File: src/design/sip_consts.vh
// Constants for the sensor I2C register port
// Summary of operation
// RULE_01 - Port works only while the interface select strap is high.
// RULE_02 - Device address is 0000, then address_select_1, address_select_0, then direction bit.
// RULE_03 - System must not strap both address select pins low.
// RULE_04 - A START is data falling while clock is high.
// RULE_05 - Write: address, word address, data bytes; each stored, address advances.
// RULE_06 - Master reads via repeated START or fresh START with read address.
// RULE_07 - Master sets pointer first with START, write address, word address.
// RULE_08 - Master issues repeated START right after the word address acknowledge.
// RULE_09 - After read address, slave sends byte at stored word address.
// RULE_10 - Slave sends any number of bytes, advancing word address each byte.
// RULE_11 - Random read: master not-acknowledges single byte, then STOP.
// RULE_12 - Sequential read ends with master not-acknowledge; slave then releases data.
// RULE_13 - Writing key 0x96 to a command register runs that direct command.
// RULE_14 - Preset command returns every register to its default.
// RULE_15 - Calibration command starts calibration of both RC oscillators.
// RULE_16 - Acknowledge only matching address; otherwise stay released until next START.
// RULE_17 - Word address counter is six bits and wraps after 0x3f.
`ifndef SIP_CONSTS_VH
`define SIP_CONSTS_VH
`define SIP_ADDR_PREFIX 4'h0
`define SIP_CMD_KEY 8'h96
`define SIP_REG_PRESET 6'h3c
`define SIP_REG_CALIB 6'h3d
`define SIP_REG_DEPTH 64
`define SIP_REG_RESET 8'h00
`endif

File: src/design/sip_top.v
// I2C slave register port with direct command triggers
module sip_top (
  input wire clk, // 40 MHz system clock
  input wire rst_n, // Asynchronous reset, active low
  input wire interface_select, // Strap, high selects this port
  input wire address_select_0, // Strap, address bit low
  input wire address_select_1, // Strap, address bit high
  input wire serial_clock_line_in, // Bus clock level
  input wire serial_data_line_in, // Bus data level
  output reg serial_data_line_out_ff, // Data drive value, always low
  output reg serial_data_line_oe_ff, // High while pulling data low
  output reg preset_pulse_ff, // One-cycle preset command pulse
  output reg calib_start_ff // One-cycle oscillator calibration start
);
`include "sip_consts.vh"
  localparam ST_IDLE = 5'b00001;
  localparam ST_ADDR = 5'b00010;
  localparam ST_WORD = 5'b00100;
  localparam ST_WDAT = 5'b01000;
  localparam ST_RDAT = 5'b10000;

  ////////////////////////////////////////////////////////////////
  // Reset release and input synchronisers
  // Registers on srst_n leave reset together, on the second clock edge after rst_n rises
  reg rst_a_ff, rst_b_ff;
  always @(posedge clk or negedge rst_n) begin
    if (!rst_n) begin
      rst_a_ff <= 1'b0;
      rst_b_ff <= 1'b0;
    end else begin
      rst_a_ff <= 1'b1;
      rst_b_ff <= rst_a_ff;
    end
  end
  wire srst_n = rst_b_ff;

  // Straps share the bus synchronisers; they are static, so skew is harmless
  reg [4:0] s1_ff, s2_ff;
  reg scl_d_ff, sda_d_ff;
  always @(posedge clk or negedge srst_n) begin
    if (!srst_n) begin
      s1_ff <= 5'h1f;
      s2_ff <= 5'h1f;
      scl_d_ff <= 1'b1;
      sda_d_ff <= 1'b1;
    end else begin
      s1_ff <= {interface_select, address_select_1, address_select_0, serial_clock_line_in, serial_data_line_in};
      s2_ff <= s1_ff;
      scl_d_ff <= s2_ff[1];
      sda_d_ff <= s2_ff[0];
    end
  end
  wire enabled = s2_ff[4]; // RULE_01
  wire scl = s2_ff[1];
  wire sda = s2_ff[0];
  wire scl_rise = scl & ~scl_d_ff;
  wire scl_fall = ~scl & scl_d_ff;
  wire start_cond = scl & scl_d_ff & sda_d_ff & ~sda; // RULE_04
  wire stop_cond = scl & scl_d_ff & ~sda_d_ff & sda;

  ////////////////////////////////////////////////////////////////
  // Byte engine
  reg [4:0] state_ff, nxt_state;
  reg [3:0] bit_cnt_ff;
  reg [7:0] shift_ff;
  reg [5:0] word_addr_ff;
  reg ack_phase_ff;
  reg ack_drive_ff;
  // bit_cnt_ff reaches 8 only during the acknowledge clock
  reg wr_en_ff;
  reg [5:0] wr_addr_ff;
  reg [7:0] wr_data_ff;
  wire [7:0] rd_data;

  function [5:0] inc6;
    input [5:0] a;
    begin
      inc6 = a + 6'h01; // RULE_17
    end
  endfunction

  wire [7:0] rx_byte = {shift_ff[6:0], sda};
  // Byte is a leading zero, the four-zero prefix, the straps, then direction
  // The forbidden 00 strap is not refused here; the system must avoid it
  function addr_hit;
    input [7:0] b;
    input a1;
    input a0;
    begin
      addr_hit = (b[7:3] == {1'b0, `SIP_ADDR_PREFIX}) && (b[2:1] == {a1, a0}); // RULE_02 RULE_16
    end
  endfunction

  wire addr_match = addr_hit(rx_byte, s2_ff[3], s2_ff[2]); // RULE_02 RULE_16
  wire byte_done = scl_rise && !ack_phase_ff && bit_cnt_ff == 4'd7;

  always @* begin
    nxt_state = state_ff;
    case (state_ff)
      ST_IDLE: nxt_state = ST_IDLE;
      ST_ADDR: if (byte_done) nxt_state = !addr_match ? ST_IDLE : (rx_byte[0] ? ST_RDAT : ST_WORD);
      ST_WORD: if (byte_done) nxt_state = ST_WDAT;
      ST_WDAT: nxt_state = ST_WDAT;
      ST_RDAT: if (scl_rise && ack_phase_ff && sda) nxt_state = ST_IDLE; // RULE_12
      default: nxt_state = ST_IDLE;
    endcase
  end

  always @(posedge clk or negedge srst_n) begin
    if (!srst_n) begin
      state_ff <= ST_IDLE;
      bit_cnt_ff <= 4'd0;
      shift_ff <= 8'h00;
      word_addr_ff <= 6'h00;
      ack_phase_ff <= 1'b0;
      ack_drive_ff <= 1'b0;
      wr_en_ff <= 1'b0;
      wr_addr_ff <= 6'h00;
      wr_data_ff <= 8'h00;
      serial_data_line_out_ff <= 1'b0;
      serial_data_line_oe_ff <= 1'b0;
    end else begin
      wr_en_ff <= 1'b0;
      if (!enabled || stop_cond) begin
        state_ff <= ST_IDLE;
        ack_phase_ff <= 1'b0;
        serial_data_line_oe_ff <= 1'b0;
      end else if (start_cond) begin
        state_ff <= ST_ADDR; // RULE_16
        bit_cnt_ff <= 4'd0;
        ack_phase_ff <= 1'b0;
        serial_data_line_oe_ff <= 1'b0;
      end else begin
        state_ff <= nxt_state;
        if (scl_rise && !ack_phase_ff) begin
          shift_ff <= rx_byte;
          bit_cnt_ff <= bit_cnt_ff + 4'd1;
          if (bit_cnt_ff == 4'd7) begin
            ack_phase_ff <= 1'b1;
            bit_cnt_ff <= 4'd0;
            ack_drive_ff <= 1'b0;
            case (state_ff)
              ST_ADDR: ack_drive_ff <= addr_match;
              ST_WORD: begin
                word_addr_ff <= rx_byte[5:0];
                ack_drive_ff <= 1'b1;
              end
              ST_WDAT: begin
                wr_en_ff <= 1'b1; // RULE_05
                wr_addr_ff <= word_addr_ff;
                wr_data_ff <= rx_byte;
                word_addr_ff <= inc6(word_addr_ff); // RULE_05
                ack_drive_ff <= 1'b1;
              end
              ST_RDAT: word_addr_ff <= inc6(word_addr_ff); // RULE_10
              default: ack_drive_ff <= 1'b0;
            endcase
          end
        end
        if (scl_fall) begin
          if (ack_phase_ff && bit_cnt_ff == 4'd0) begin
            // Ninth clock: acknowledge, or leave the line to the master after a sent byte
            serial_data_line_oe_ff <= ack_drive_ff; // RULE_12 RULE_16
            ack_drive_ff <= 1'b0;
            bit_cnt_ff <= 4'd8;
          end else if (ack_phase_ff) begin
            ack_phase_ff <= 1'b0;
            bit_cnt_ff <= 4'd0;
            serial_data_line_oe_ff <= (state_ff == ST_RDAT) && !rd_data[7]; // RULE_09
            shift_ff <= {rd_data[6:0], 1'b0};
          end else if (state_ff == ST_RDAT) begin
            serial_data_line_oe_ff <= !shift_ff[7]; // RULE_10
            shift_ff <= {shift_ff[6:0], 1'b0};
          end
        end
        // Transmit byte must survive the receive shift on rising edges
        if (state_ff == ST_RDAT && scl_rise && !ack_phase_ff) begin
          shift_ff <= shift_ff;
          if (bit_cnt_ff == 4'd7) begin
            serial_data_line_out_ff <= 1'b0;
          end
        end
      end
    end
  end

  ////////////////////////////////////////////////////////////////
  // Direct commands
  // Key must match exactly, so a stray register write cannot fire a command
  function cmd_hit;
    input [5:0] addr;
    input [5:0] target;
    input [7:0] data;
    begin
      cmd_hit = (addr == target) && (data == `SIP_CMD_KEY); // RULE_13
    end
  endfunction

  // Pulses only; the preset clear and calibration engine act on them
  always @(posedge clk or negedge srst_n) begin
    if (!srst_n) begin
      preset_pulse_ff <= 1'b0;
      calib_start_ff <= 1'b0;
    end else begin
      preset_pulse_ff <= wr_en_ff && cmd_hit(wr_addr_ff, `SIP_REG_PRESET, wr_data_ff); // RULE_13 RULE_14
      calib_start_ff <= wr_en_ff && cmd_hit(wr_addr_ff, `SIP_REG_CALIB, wr_data_ff); // RULE_13 RULE_15
    end
  end

  // Command registers are write-only triggers, not stored
  wire store_en = wr_en_ff && wr_addr_ff != `SIP_REG_PRESET && wr_addr_ff != `SIP_REG_CALIB;

  sip_regfile u_regs (
    .clk(clk),
    .rst_n(srst_n),
    .clear(preset_pulse_ff),
    .wr_en(store_en),
    .wr_addr(wr_addr_ff),
    .wr_data(wr_data_ff),
    .rd_addr(word_addr_ff),
    .rd_data_ff(rd_data)
  );
endmodule

File: src/design/sip_regfile.v
// Register memory of the sensor register port, registered read data
module sip_regfile (
  input wire clk, // System clock
  input wire rst_n, // Synchronised reset, active low
  input wire clear, // Return all words to default
  input wire wr_en, // Write strobe
  input wire [5:0] wr_addr, // Write word address
  input wire [7:0] wr_data, // Write data
  input wire [5:0] rd_addr, // Read word address
  output reg [7:0] rd_data_ff // Registered read data
);
`include "sip_consts.vh"
  reg [7:0] mem_ff [0:`SIP_REG_DEPTH-1];
  integer i;

  always @(posedge clk or negedge rst_n) begin
    if (!rst_n) begin
      for (i = 0; i < `SIP_REG_DEPTH; i = i + 1) begin
        mem_ff[i] <= `SIP_REG_RESET;
      end
    end else if (clear) begin
      for (i = 0; i < `SIP_REG_DEPTH; i = i + 1) begin
        mem_ff[i] <= `SIP_REG_RESET; // RULE_14
      end
    end else if (wr_en) begin
      mem_ff[wr_addr] <= wr_data;
    end
  end

  always @(posedge clk or negedge rst_n) begin
    if (!rst_n) begin
      rd_data_ff <= 8'h00;
    end else begin
      rd_data_ff <= mem_ff[rd_addr];
    end
  end
endmodule

File: config.mk
export PLATFORM = sky130hd
export DESIGN_NAME = sip_top
export DESIGN_NICKNAME = d
export VERILOG_FILES = /design/src/design/sip_top.v /design/src/design/sip_regfile.v
export VERILOG_INCLUDE_DIRS = /design/src /design/src/design
export SDC_FILE = /design/constraint.sdc
export NUM_CORES = 1
export LEC_CHECK = 0
export BUFFER_PORTS_ARGS = -buffer_cell sky130_fd_sc_hd__buf_2
export CORE_MARGIN = 2
export CORE_UTILIZATION = 50
export DETAILED_ROUTE_END_ITERATION = 10
export PLACE_DENSITY = 0.74
export SLEW_MARGIN = 40
export SYNTH_ARGS = -nofsm -noshare
export SYNTH_HDL_FRONTEND = slang
export SYNTH_SLANG_ARGS = --single-unit
File: constraint.sdc
create_clock -name clk -period 20.5 [get_ports clk]
set_clock_uncertainty 0.1 [all_clocks]
set_input_delay 1.025 -clock clk [delete_from_list [all_inputs] [get_ports clk]]
set_output_delay 1.025 -clock clk [all_outputs]
set_load 0.02 [all_outputs]
After elaboration in Yosys (flattened, before gate mapping) --
Index checks and enable logic that the tools add are counted.
Storage, ports and cells: word-level logic and storage cells 204, register bits after elaboration 577, input port bits 7, output and inout bits 4
Cells by class: equality and inequality tests 14, muxes and demuxes 51, add/subtract/negate cells 2, bitwise logic cells 16, reductions and logical operators 35, $lt $le $gt $ge 3
Operator list (count):
- two-way mux 512 bit | 2
- bitwise mux 512 bit | 1
- two-way mux 8 bit | 8
- binary-select mux 8 bit (select 6 bit) | 1
- demux 8 bit (select 6 bit) | 1
- two-way mux 5 bit | 7
- two-way mux 4 bit | 6
- two-way mux 1 bit | 22
- one-hot mux 5 bit (4 select lines) | 1
- logical AND 1 bit | 16
- >= comparator 7 bit, second input constant | 2
- NOT 6 -> 7 bit | 2
- equality test 6 bit, second input constant | 2
- inequality test 4 bit, second input constant | 3
- inequality test 6 bit, second input constant | 2
- one-hot mux 6 bit (2 select lines) | 1
- AND reduction 5 bit | 2
- equality test 8 bit, second input constant | 1
- AND 1 bit | 7
- < comparator 7 x 1 -> 1 bit, second input constant | 1
- NOT 1 bit | 7
- adder 6 x 1 -> 6 bit, second input constant | 1
- AND reduction 3 bit | 2
- equality test 5 x 2 -> 1 bit, second input constant | 1
- other kinds (16) | 22

Logic depth before layout (Yosys ltp) --
Gate-level depths: netlist of the first run.
depth in word-level cells 9, depth in mapped cells 9, gate-level depth less buffers 7

By module --
Synthesis of the first run repeated with hierarchy kept, for this count alone.
Unflattened totals: cells, all modules 2918, area, all modules 28402.2 sq um
By module, submodules not included:
- sip_regfile | sequential area each 13012.5 sq um, cells each 2671, area an instance 25658.4 sq um, times used 1
- sip_top | sequential area each 1442.6 sq um, cells each 247, area an instance 2743.9 sq um, times used 1

Worst setup path before layout of the first run --
OpenSTA, ideal clock, no wires.
kind register to register, start register s2_ff[1], end register wr_addr_ff[2], clock period less this slack 2.189 ns, data required time 20.272 ns, setup time 0.128 ns, arrival 1.962 ns, path slack 18.311 ns, cell stages (with the launch flop) 7, buffers on the path 2, cell sequence dfstp_2 > buf_2 > nor3b_4 > nand2_2 > nor3_4 > buf_6 > mux2_1
On the way: word-level cells in the longest chain between the ends 6, elaborated cells on any way between the ends 11, those cells by class bitwise: 8; reduce/logical: 3
RTL lines:
- from (decl) | RTL line sip_top.v:38 | reg [4:0] s1_ff, s2_ff;
- from (signal assigned) | RTL line sip_top.v:43 | s2_ff <= 5'h1f;
- from (signal assigned) | RTL line sip_top.v:48 | s2_ff <= s1_ff;
- AND 1 bit | RTL line sip_top.v:58, sip_top.v:59
- AND 1 bit (2 in series) | RTL line sip_top.v:59 | wire stop_cond = scl & scl_d_ff & ~sda_d_ff & sda;
- logical OR 1 bit | RTL line sip_top.v:124 | if (!enabled || stop_cond) begin
- NOT 1 bit (no source line)
- AND reduction 5 bit (no source line) *
- to (signal assigned) | RTL line sip_top.v:150 | wr_addr_ff <= word_addr_ff;
- to (decl) | RTL line sip_top.v:71 | reg [5:0] wr_addr_ff;
Every way passes the cells marked *; elsewhere a longest branch is shown, timed or not. A chain may end at the register's enable or synchronous reset.

Worst setup path after layout of the first run --
start register word_addr_ff[1], end register u_regs.rd_data_ff[1]
On the way: word-level cells in the longest chain between the ends 4
RTL lines:
- from (decl) | RTL line sip_top.v:66 | reg [5:0] word_addr_ff;
- from (signal assigned) | RTL line sip_top.v:145 | word_addr_ff <= rx_byte[5:0];
- from (signal assigned) | RTL line sip_top.v:152 | word_addr_ff <= inc6(word_addr_ff);
- from (signal assigned) | RTL line sip_top.v:155 | ST_RDAT: word_addr_ff <= inc6(word_addr_ff);
- NOT 6 -> 7 bit (implied by the code) | RTL line sip_regfile.v:34 | rd_data_ff <= mem_ff[rd_addr];
- binary-select mux 8 bit (select 6 bit) | RTL line sip_regfile.v:34
- two-way mux 8 bit (implied by the code) (2 in series) | RTL line sip_regfile.v:34
- to (signal assigned) | RTL line sip_regfile.v:34
- to (decl) | RTL line sip_regfile.v:10 | output reg [7:0] rd_data_ff
No other way between the ends. The select of a mux whose other input is x is not followed.

==> run_results.csv, run 1 <==
group,metric,value,unit
timing,relSlewSlack,39.1,%
clocking,clk_path_buf_depth,3,
finish,fin_util,55.1,%
timing,layout_setup_ws,17.00,ns
pwr,ir_drop,0.0686,mV
placed_design,place_area,29000,um^2
global_routing,grt_pass1_vias,21300,
critical_path,end_kind,"register",
global_routing,grt-ovfl-total,0,
finish,layout_common_cells,"dfrtp_1, mux2i_1, nor2_1",
routing,drt-met1-wl,32.6,mm
placed_design,post-dp-hpwl,47.8,mm
routing,drtAntennaViolNets,0,
clocking,clkSlewWorstSetupHoldPaths,0.06,ns
clocking,cts-hold-fix-buffers,0,
routing,drc,0,
critical_path,critPathTopFamily,"flip-flops",
job,maxCapViolCount,0,
floorplanning,die_w,243,um
finish,layout-drive-gt1-share,12.9,%
critical_path,cp.arrival,3.94,ns
synthesis,synth_top_area_share,49.6,%
clocking,htree_levels,2,
routing,firstDrtPassIters,5,
synthesis,synth-main-ff-cell,"dfrtp_1",
clocking,cts_tree,"done",
pwr,leakagePower,13.1,nW
run_status,status,"finished clean",
routing,via_count,21500,
clocking,cts_setup_buffers,0,
clocking,cts.sinks,577,
routing,drt_iter0_markers,3051,
timing,final.period_utilization,17.1,%
routing,met2_length,36.8,mm
critical_path,worstPathCellList,"buf_6, nand3b_1, o22ai_1, a211oi_1, o21ai_0, and3_1",
critical_path,path_max_fanout,55,
global_routing,grt_pass1_wl,126,mm
clocking,clk-insertion-delay-late,0.64,ns
routing,wl,79.9,mm
routing,viasPerCell,6.37,
timing,finalSetupViolations,0,
synthesis,seq_area_frac_synth,50.8,%
timing,period_minus_slack,3.50,ns
timing,rsz0062_at_grt,"no",
finish,final_cell_area,31100,um^2
floorplanning,io_pins,11,
critical_path,max_stage_delay,0.88,ns
floorplanning,core,56400,um^2
synthesis,avgSynthCellArea,10.6,um^2
placed_design,gp_congestion,0.888,
finish,layout_commonest_cell,"dfrtp_1",
critical_path,cp_slowest_cell,"dfrtp_4",
synthesis,ys_ff_latch,577,
global_routing,antenna_found_initial,2,
timing,fmax,286,MHz
hold_path,hold_path_class,"in -> async",
placed_design,io_buffers,9,
placed_design,pre_cts_slack,16.86,ns
clocking,clockRootBuffer,"clkbuf_16",
synthesis,synth_edf_count,0,
clocking,cts-resized-gates,0,
routing,routed-wl-met3,7.57,mm
timing,drv_slew,0,
timing,hold_viol,0,
floorplanning,initial_core_util,50.5,%
synthesis,syn_inst,2688,
finish,area_growth,9.22,%
clocking,cts_buffers,60,
pwr,pwr_density_cell,75.5,nW/um^2
synthesis,synthesis.area,28500,um^2
floorplanning,dieHeight,243,um
synthesis,yosysWarnings,0,
synthesis,synth.distinct_cells,73,
critical_path,cp-start-kind,"register",
critical_path,critPathKind,"reg -> reg",
critical_path,cp.required,20.94,ns
global_routing,grt_util_all_layers,27.0,%
routing,detail_route.wl_per_cell,23.7,um
synthesis,ys_async_sr_fraction,100,%
timing,tightest_slew,0.913,ns
routing,top_layer_used,"met5",
floorplanning,rows,87,
finish,fin_nets,2579,
floorplanning,dieArea,58900,um^2
synthesis,synthesis.nets,2698,
critical_path,path_buf_inv,1,
finish,num-fill-cells,4754,
global_routing,grt_start_max_net_pins,120,
synthesis,yosysTopAreaCell,"dfrtp_1",
synthesis,synth.area.top_cells,"dfrtp_1, mux2i_1, mux4_2",
timing,final.setup.tns,0,ns
## layer usage
| metal | GRT usage [%] | vias to the layer above |
|---|---|---|
| met5 | 0 | - |
| met4 | 10.3 | 2 |
| met3 | 6.21 | 207 |
| met2 | 41.5 | 1112 |
| met1 | 37.6 | 10900 |
| li1 | - | 9280 |
## cells in the mapped netlist, types with 4 or more instances
library cell,instances
a211oi_1,21
clkbuf_1,168
xor2_1,4
and2_1,6
nand3_1,156
a2111oi_2,5
a22o_1,5
nor3_1,10
nand2_1,272
mux2_1,9
nor2_2,11
nor2_1,313
mux2i_1,363
nand2b_1,11
inv_1,6
a221oi_1,10
o221ai_1,8
buf_1,12
buf_4,16
o211a_1,5
buf_2,36
mux2_2,5
o21ai_0,127
a22oi_1,11
nor2_4,12
a2bb2oi_1,4
buf_6,10
nor2b_1,23
nand3b_1,8
mux4_2,88
nand4_1,6
a31oi_1,5
nor2_8,5
o21a_1,7
dfstp_2,13
and3_1,7
dfrtp_1,564
o22ai_1,21
o211ai_1,9
a21oi_1,258
## final cells by class
cell class	instances	area [um^2]	share of cell area, %
Antenna cell	1	2.50	0.00805
Clock buffer	86	1750	5.63
Clock inverter	25	319	1.03
Inverter	6	22.5	0.0724
Multi-Input combinational cell	1863	12900	41.6
Sequential cell	577	14500	46.6
Tap cell	756	946	3.04
Timing Repair Buffer	61	643	2.07
## final timing paths
check / startpoint / end / slack (ns) / cells past startpoint
setup / recovery: word_addr_ff[1]$_DFFE_PN0P_ / u_regs.rd_data_ff[1]$_DFF_PN0_ / 17.00 / 6
hold / removal: rst_n / rst_b_ff$_DFF_PN0_ / 0.07 / 1
min in group clk: rst_a_ff$_DFF_PN0_ / rst_b_ff$_DFF_PN0_ / 0.25 / 0
setup reg to reg: word_addr_ff[1]$_DFFE_PN0P_ / u_regs.rd_data_ff[1]$_DFF_PN0_ / 17.00 / 6
max in group asynchronous: rst_b_ff$_DFF_PN0_ / word_addr_ff[0]$_DFFE_PN0P_ / 18.05 / 3
hold reg to reg: rst_b_ff$_DFF_PN0_ / u_regs.mem_ff[84]$_DFFE_PN0P_ / 0.16 / 0
## registers in the layout, indices dropped and copies added (netlist names)
register and count:
wr_en_ff 1, ack_drive_ff 1, shift_ff 8, word_addr_ff 6, scl_d_ff 1, u_regs.mem_ff 512
wr_data_ff 8, s2_ff 5, bit_cnt_ff 4, rst_b_ff 1, calib_start_ff 1, state_ff 5
preset_pulse_ff 1, serial_data_line_oe_ff 1, u_regs.rd_data_ff 8, wr_addr_ff 6, rst_a_ff 1, ack_phase_ff 1
sda_d_ff 1, s1_ff 5
## cells by family (layout without fill, tap and decap cells)
group                    after synthesis  count (layout)  synth area share [%]
other                                  2               3                0.0264
AND/OR/NAND/NOR                      872             872                  14.2
buffers and inverters                248             178                  3.90
AO/OA/AOI/OAI                        515             515                  10.5
multiplexers                         465             465                  20.3
adder cells (fa/ha/maj)                3               3                 0.132
flip-flops                           577             577                  50.8
XOR/XNOR                               6               6                 0.185
## power breakdown
| group | switching [mW] | total [mW] | leakage (nW) | internal, mW |
|---|---|---|---|---|
| Combinational | 0.0335 | 0.0471 | 4.11 | 0.0136 |
| Sequential | 0.0128 | 1.16 | 7.97 | 1.15 |
| Clock | 0.473 | 1.14 | 1.03 | 0.669 |
## metrics by stage
stage               cells  power, mW  hold slack, ns
finish               3375       2.35          0.0717
global route         3374       2.42          0.0464
CTS                  3372       2.36          0.0435
detailed placement   3261       1.23           0.167
global placement     3253       1.22           0.239
floorplan            2688       1.21           0.231
## worst register-to-register path, delay by kind of cell, from the launching register on
family | cells | cell delay, ns
and+or+nand+nor | 2 | 0.92
DFF | 1 | 0.88
AOI/OAI and AO/OA | 3 | 0.86
buffers and inverters | 1 | 0.64
No activity file was read; power rests on OpenSTA's default activity.
==> run 2: changes to the inputs <==
PLACE_DENSITY = 0.77   (was 0.74)
clock period = 2.8 ns   (was 20.5 ns; I/O delays follow)
==> run_results.csv, run 2 (synthesized netlist as in run 1, its figures left out) <==
group,metric,value,unit
run_status,status,"finished clean",
clocking,cts_setup_buffers,0,
floorplanning,io_pins,11,
clocking,cts_tree,"done",
clocking,htree_levels,2,
global_routing,antenna_found_initial,0,
pwr,pwr_density_cell,534,nW/um^2
hold_path,hold_path_end,"s1_ff[3]$_DFF_PN1_",
global_routing,grt_util_all_layers,27.9,%
critical_path,rr_worst_depth,6,
placed_design,post-dp-hpwl,52.4,mm
hold_path,hold_path_class,"in -> reg",
critical_path,critPathKind,"reg -> reg",
routing,drtAntennaViolNets,0,
critical_path,r2r_slack,0.06,ns
finish,fin_util,56.4,%
critical_path,rr_endpoint,"u_regs.rd_data_ff[0]$_DFF_PN0_",
routing,wl,81.7,mm
routing,drt_iter0_markers,2795,
clocking,clk_path_buf_depth,3,
floorplanning,core,56400,um^2
timing,hold_viol,0,
global_routing,grt_pass1_vias,22100,
timing,period_minus_slack,2.74,ns
finish,area_growth,11.7,%
finish,multi_input_area,12900,um^2
clocking,cts.sinks,577,
finish,largest_reg_flops,512,
routing,drc,0,
finish,num-fill-cells,4615,
critical_path,path_max_fanout,27,
pwr,leakagePower,13.5,nW
critical_path,end_kind,"register",
clocking,clk-insertion-delay-late,0.64,ns
timing,final.period_utilization,97.9,%
critical_path,cp.required,3.24,ns
finish,regArea,14500,um^2
finish,layout-drive-gt1-share,15.2,%
clocking,cts-hold-fix-buffers,7,
routing,viasPerCell,6.38,
global_routing,grt_start_max_net_pins,138,
placed_design,io_buffers,9,
finish,layout_commonest_cell,"dfrtp_1",
floorplanning,dieArea,58900,um^2
critical_path,r2r-start,"word_addr_ff[0]$_DFFE_PN0P_",
clocking,cts_buffers,60,
global_routing,grt-ovfl-total,0,
hold_path,min_path_cells,2,
routing,detail_route.wl_per_cell,23.6,um
clocking,clockRootBuffer,"clkbuf_16",
finish,regMostFlops,"u_regs.mem_ff",
floorplanning,die_w,243,um
finish,antenna_cells,0,
timing,finalSetupViolations,0,
timing,relSlewSlack,43.3,%
timing,rsz0062_at_grt,"no",
timing,final.setup.tns,0,ns
timing,fmax,365,MHz
floorplanning,initial_core_util,50.5,%
job,maxCapViolCount,0,
timing,tightest_slew,0.849,ns
finish,layout_common_cells,"dfrtp_1, mux2i_1, nor2_1",
routing,via_count,22100,
global_routing,grt_pass1_wl,130,mm
clocking,cts-resized-gates,0,
floorplanning,dieHeight,243,um
clocking,clkSlewWorstSetupHoldPaths,0.06,ns
pwr,ir_drop,0.453,mV
hold_path,hp-start,"address_select_1",
floorplanning,rows,87,
placed_design,gp_congestion,0.943,
critical_path,cp-start-kind,"register",
finish,fin_nets,2665,
critical_path,cp.arrival,3.18,ns
routing,firstDrtPassIters,9,
timing,drv_slew,0,
## run 2: cell count changes in the layout (fill, tap and decap cells not counted), moves of 3 or more
cell / previous run / this run
bufinv_16: 6 / 3
buf_4: 30 / 103
buf_6: 10 / 3
buf_12: 4 / 25
buf_16: 5 / 0
dlygate4sd3_1: 0 / 7
## run 2: area by class of cell
cell class	instances	area share (%)
clock buffers	91	5.69
clock inverters	19	0.594
inverters	6	0.0708
multi-input cells	1863	40.6
flip-flops and latches	577	45.5
well taps	756	2.97
repair buffers	147	4.47
## run 2: where the power goes
group	switching, mW	leakage, nW	internal, mW
registers	0.0927	7.97	8.39
logic	0.251	4.57	0.110
clock network	3.41	0.997	4.72
## run 2: how the worst max path moves through the flow
stage	from	cells past startpoint	slack, ns	to
finish	word_addr_ff[0]$_DFFE_PN0P_	6	0.06	u_regs.rd_data_ff[0]$_DFF_PN0_
detailed placement	word_addr_ff[0]$_DFFE_PN0P_	6	0.09	u_regs.rd_data_ff[0]$_DFF_PN0_
global route	word_addr_ff[0]$_DFFE_PN0P_	6	0.001	u_regs.rd_data_ff[0]$_DFF_PN0_
CTS	word_addr_ff[0]$_DFFE_PN0P_	6	0.08	u_regs.rd_data_ff[0]$_DFF_PN0_
floorplan	rst_b_ff$_DFF_PN0_	0	-2.89	ack_drive_ff$_DFFE_PN0N_
global placement	word_addr_ff[1]$_DFFE_PN0P_	6	0.14	u_regs.rd_data_ff[2]$_DFF_PN0_
## run 2: per-stage QoR
| step | setup WS (ns) | hold slack (ns) | cell area (um^2) | power [mW] | std cells |
|---|---|---|---|---|---|
| 2_1_floorplan | -2.89 | -0.256 | 28500 | 8.85 | 2688 |
| 3_3_place_gp | 0.137 | -0.170 | 29700 | 8.98 | 3341 |
| 3_5_place_dp | 0.0906 | -0.169 | 29700 | 9.00 | 3341 |
| 4_1_cts | 0.0842 | 0.00922 | 31800 | 17.1 | 3458 |
| 5_1_grt | 0.00118 | 0.0430 | 31800 | 17.5 | 3459 |
| 6_report | 0.0594 | 0.0333 | 31800 | 17.0 | 3459 |
## run 2: critical path: stages (launching register included)
cell      delay, ns
dfrtp_4        0.55
buf_12         0.24
buf_4          0.25
mux4_2         0.52
a211oi_1       0.40
o21ai_0        0.35
o211a_1        0.23
## run 2: metal layers
| layer | part of all wire (%) | up-vias | track usage (%) |
|---|---|---|---|
| met4 | 4.6 | 0 | 12.5 |
| met5 | 0 | - | 0 |
| met1 | 40 | 11100 | 38.4 |
| met2 | 45 | 1250 | 42.1 |
| met3 | 9.9 | 259 | 6.74 |
| li1 | - | 9429 | - |
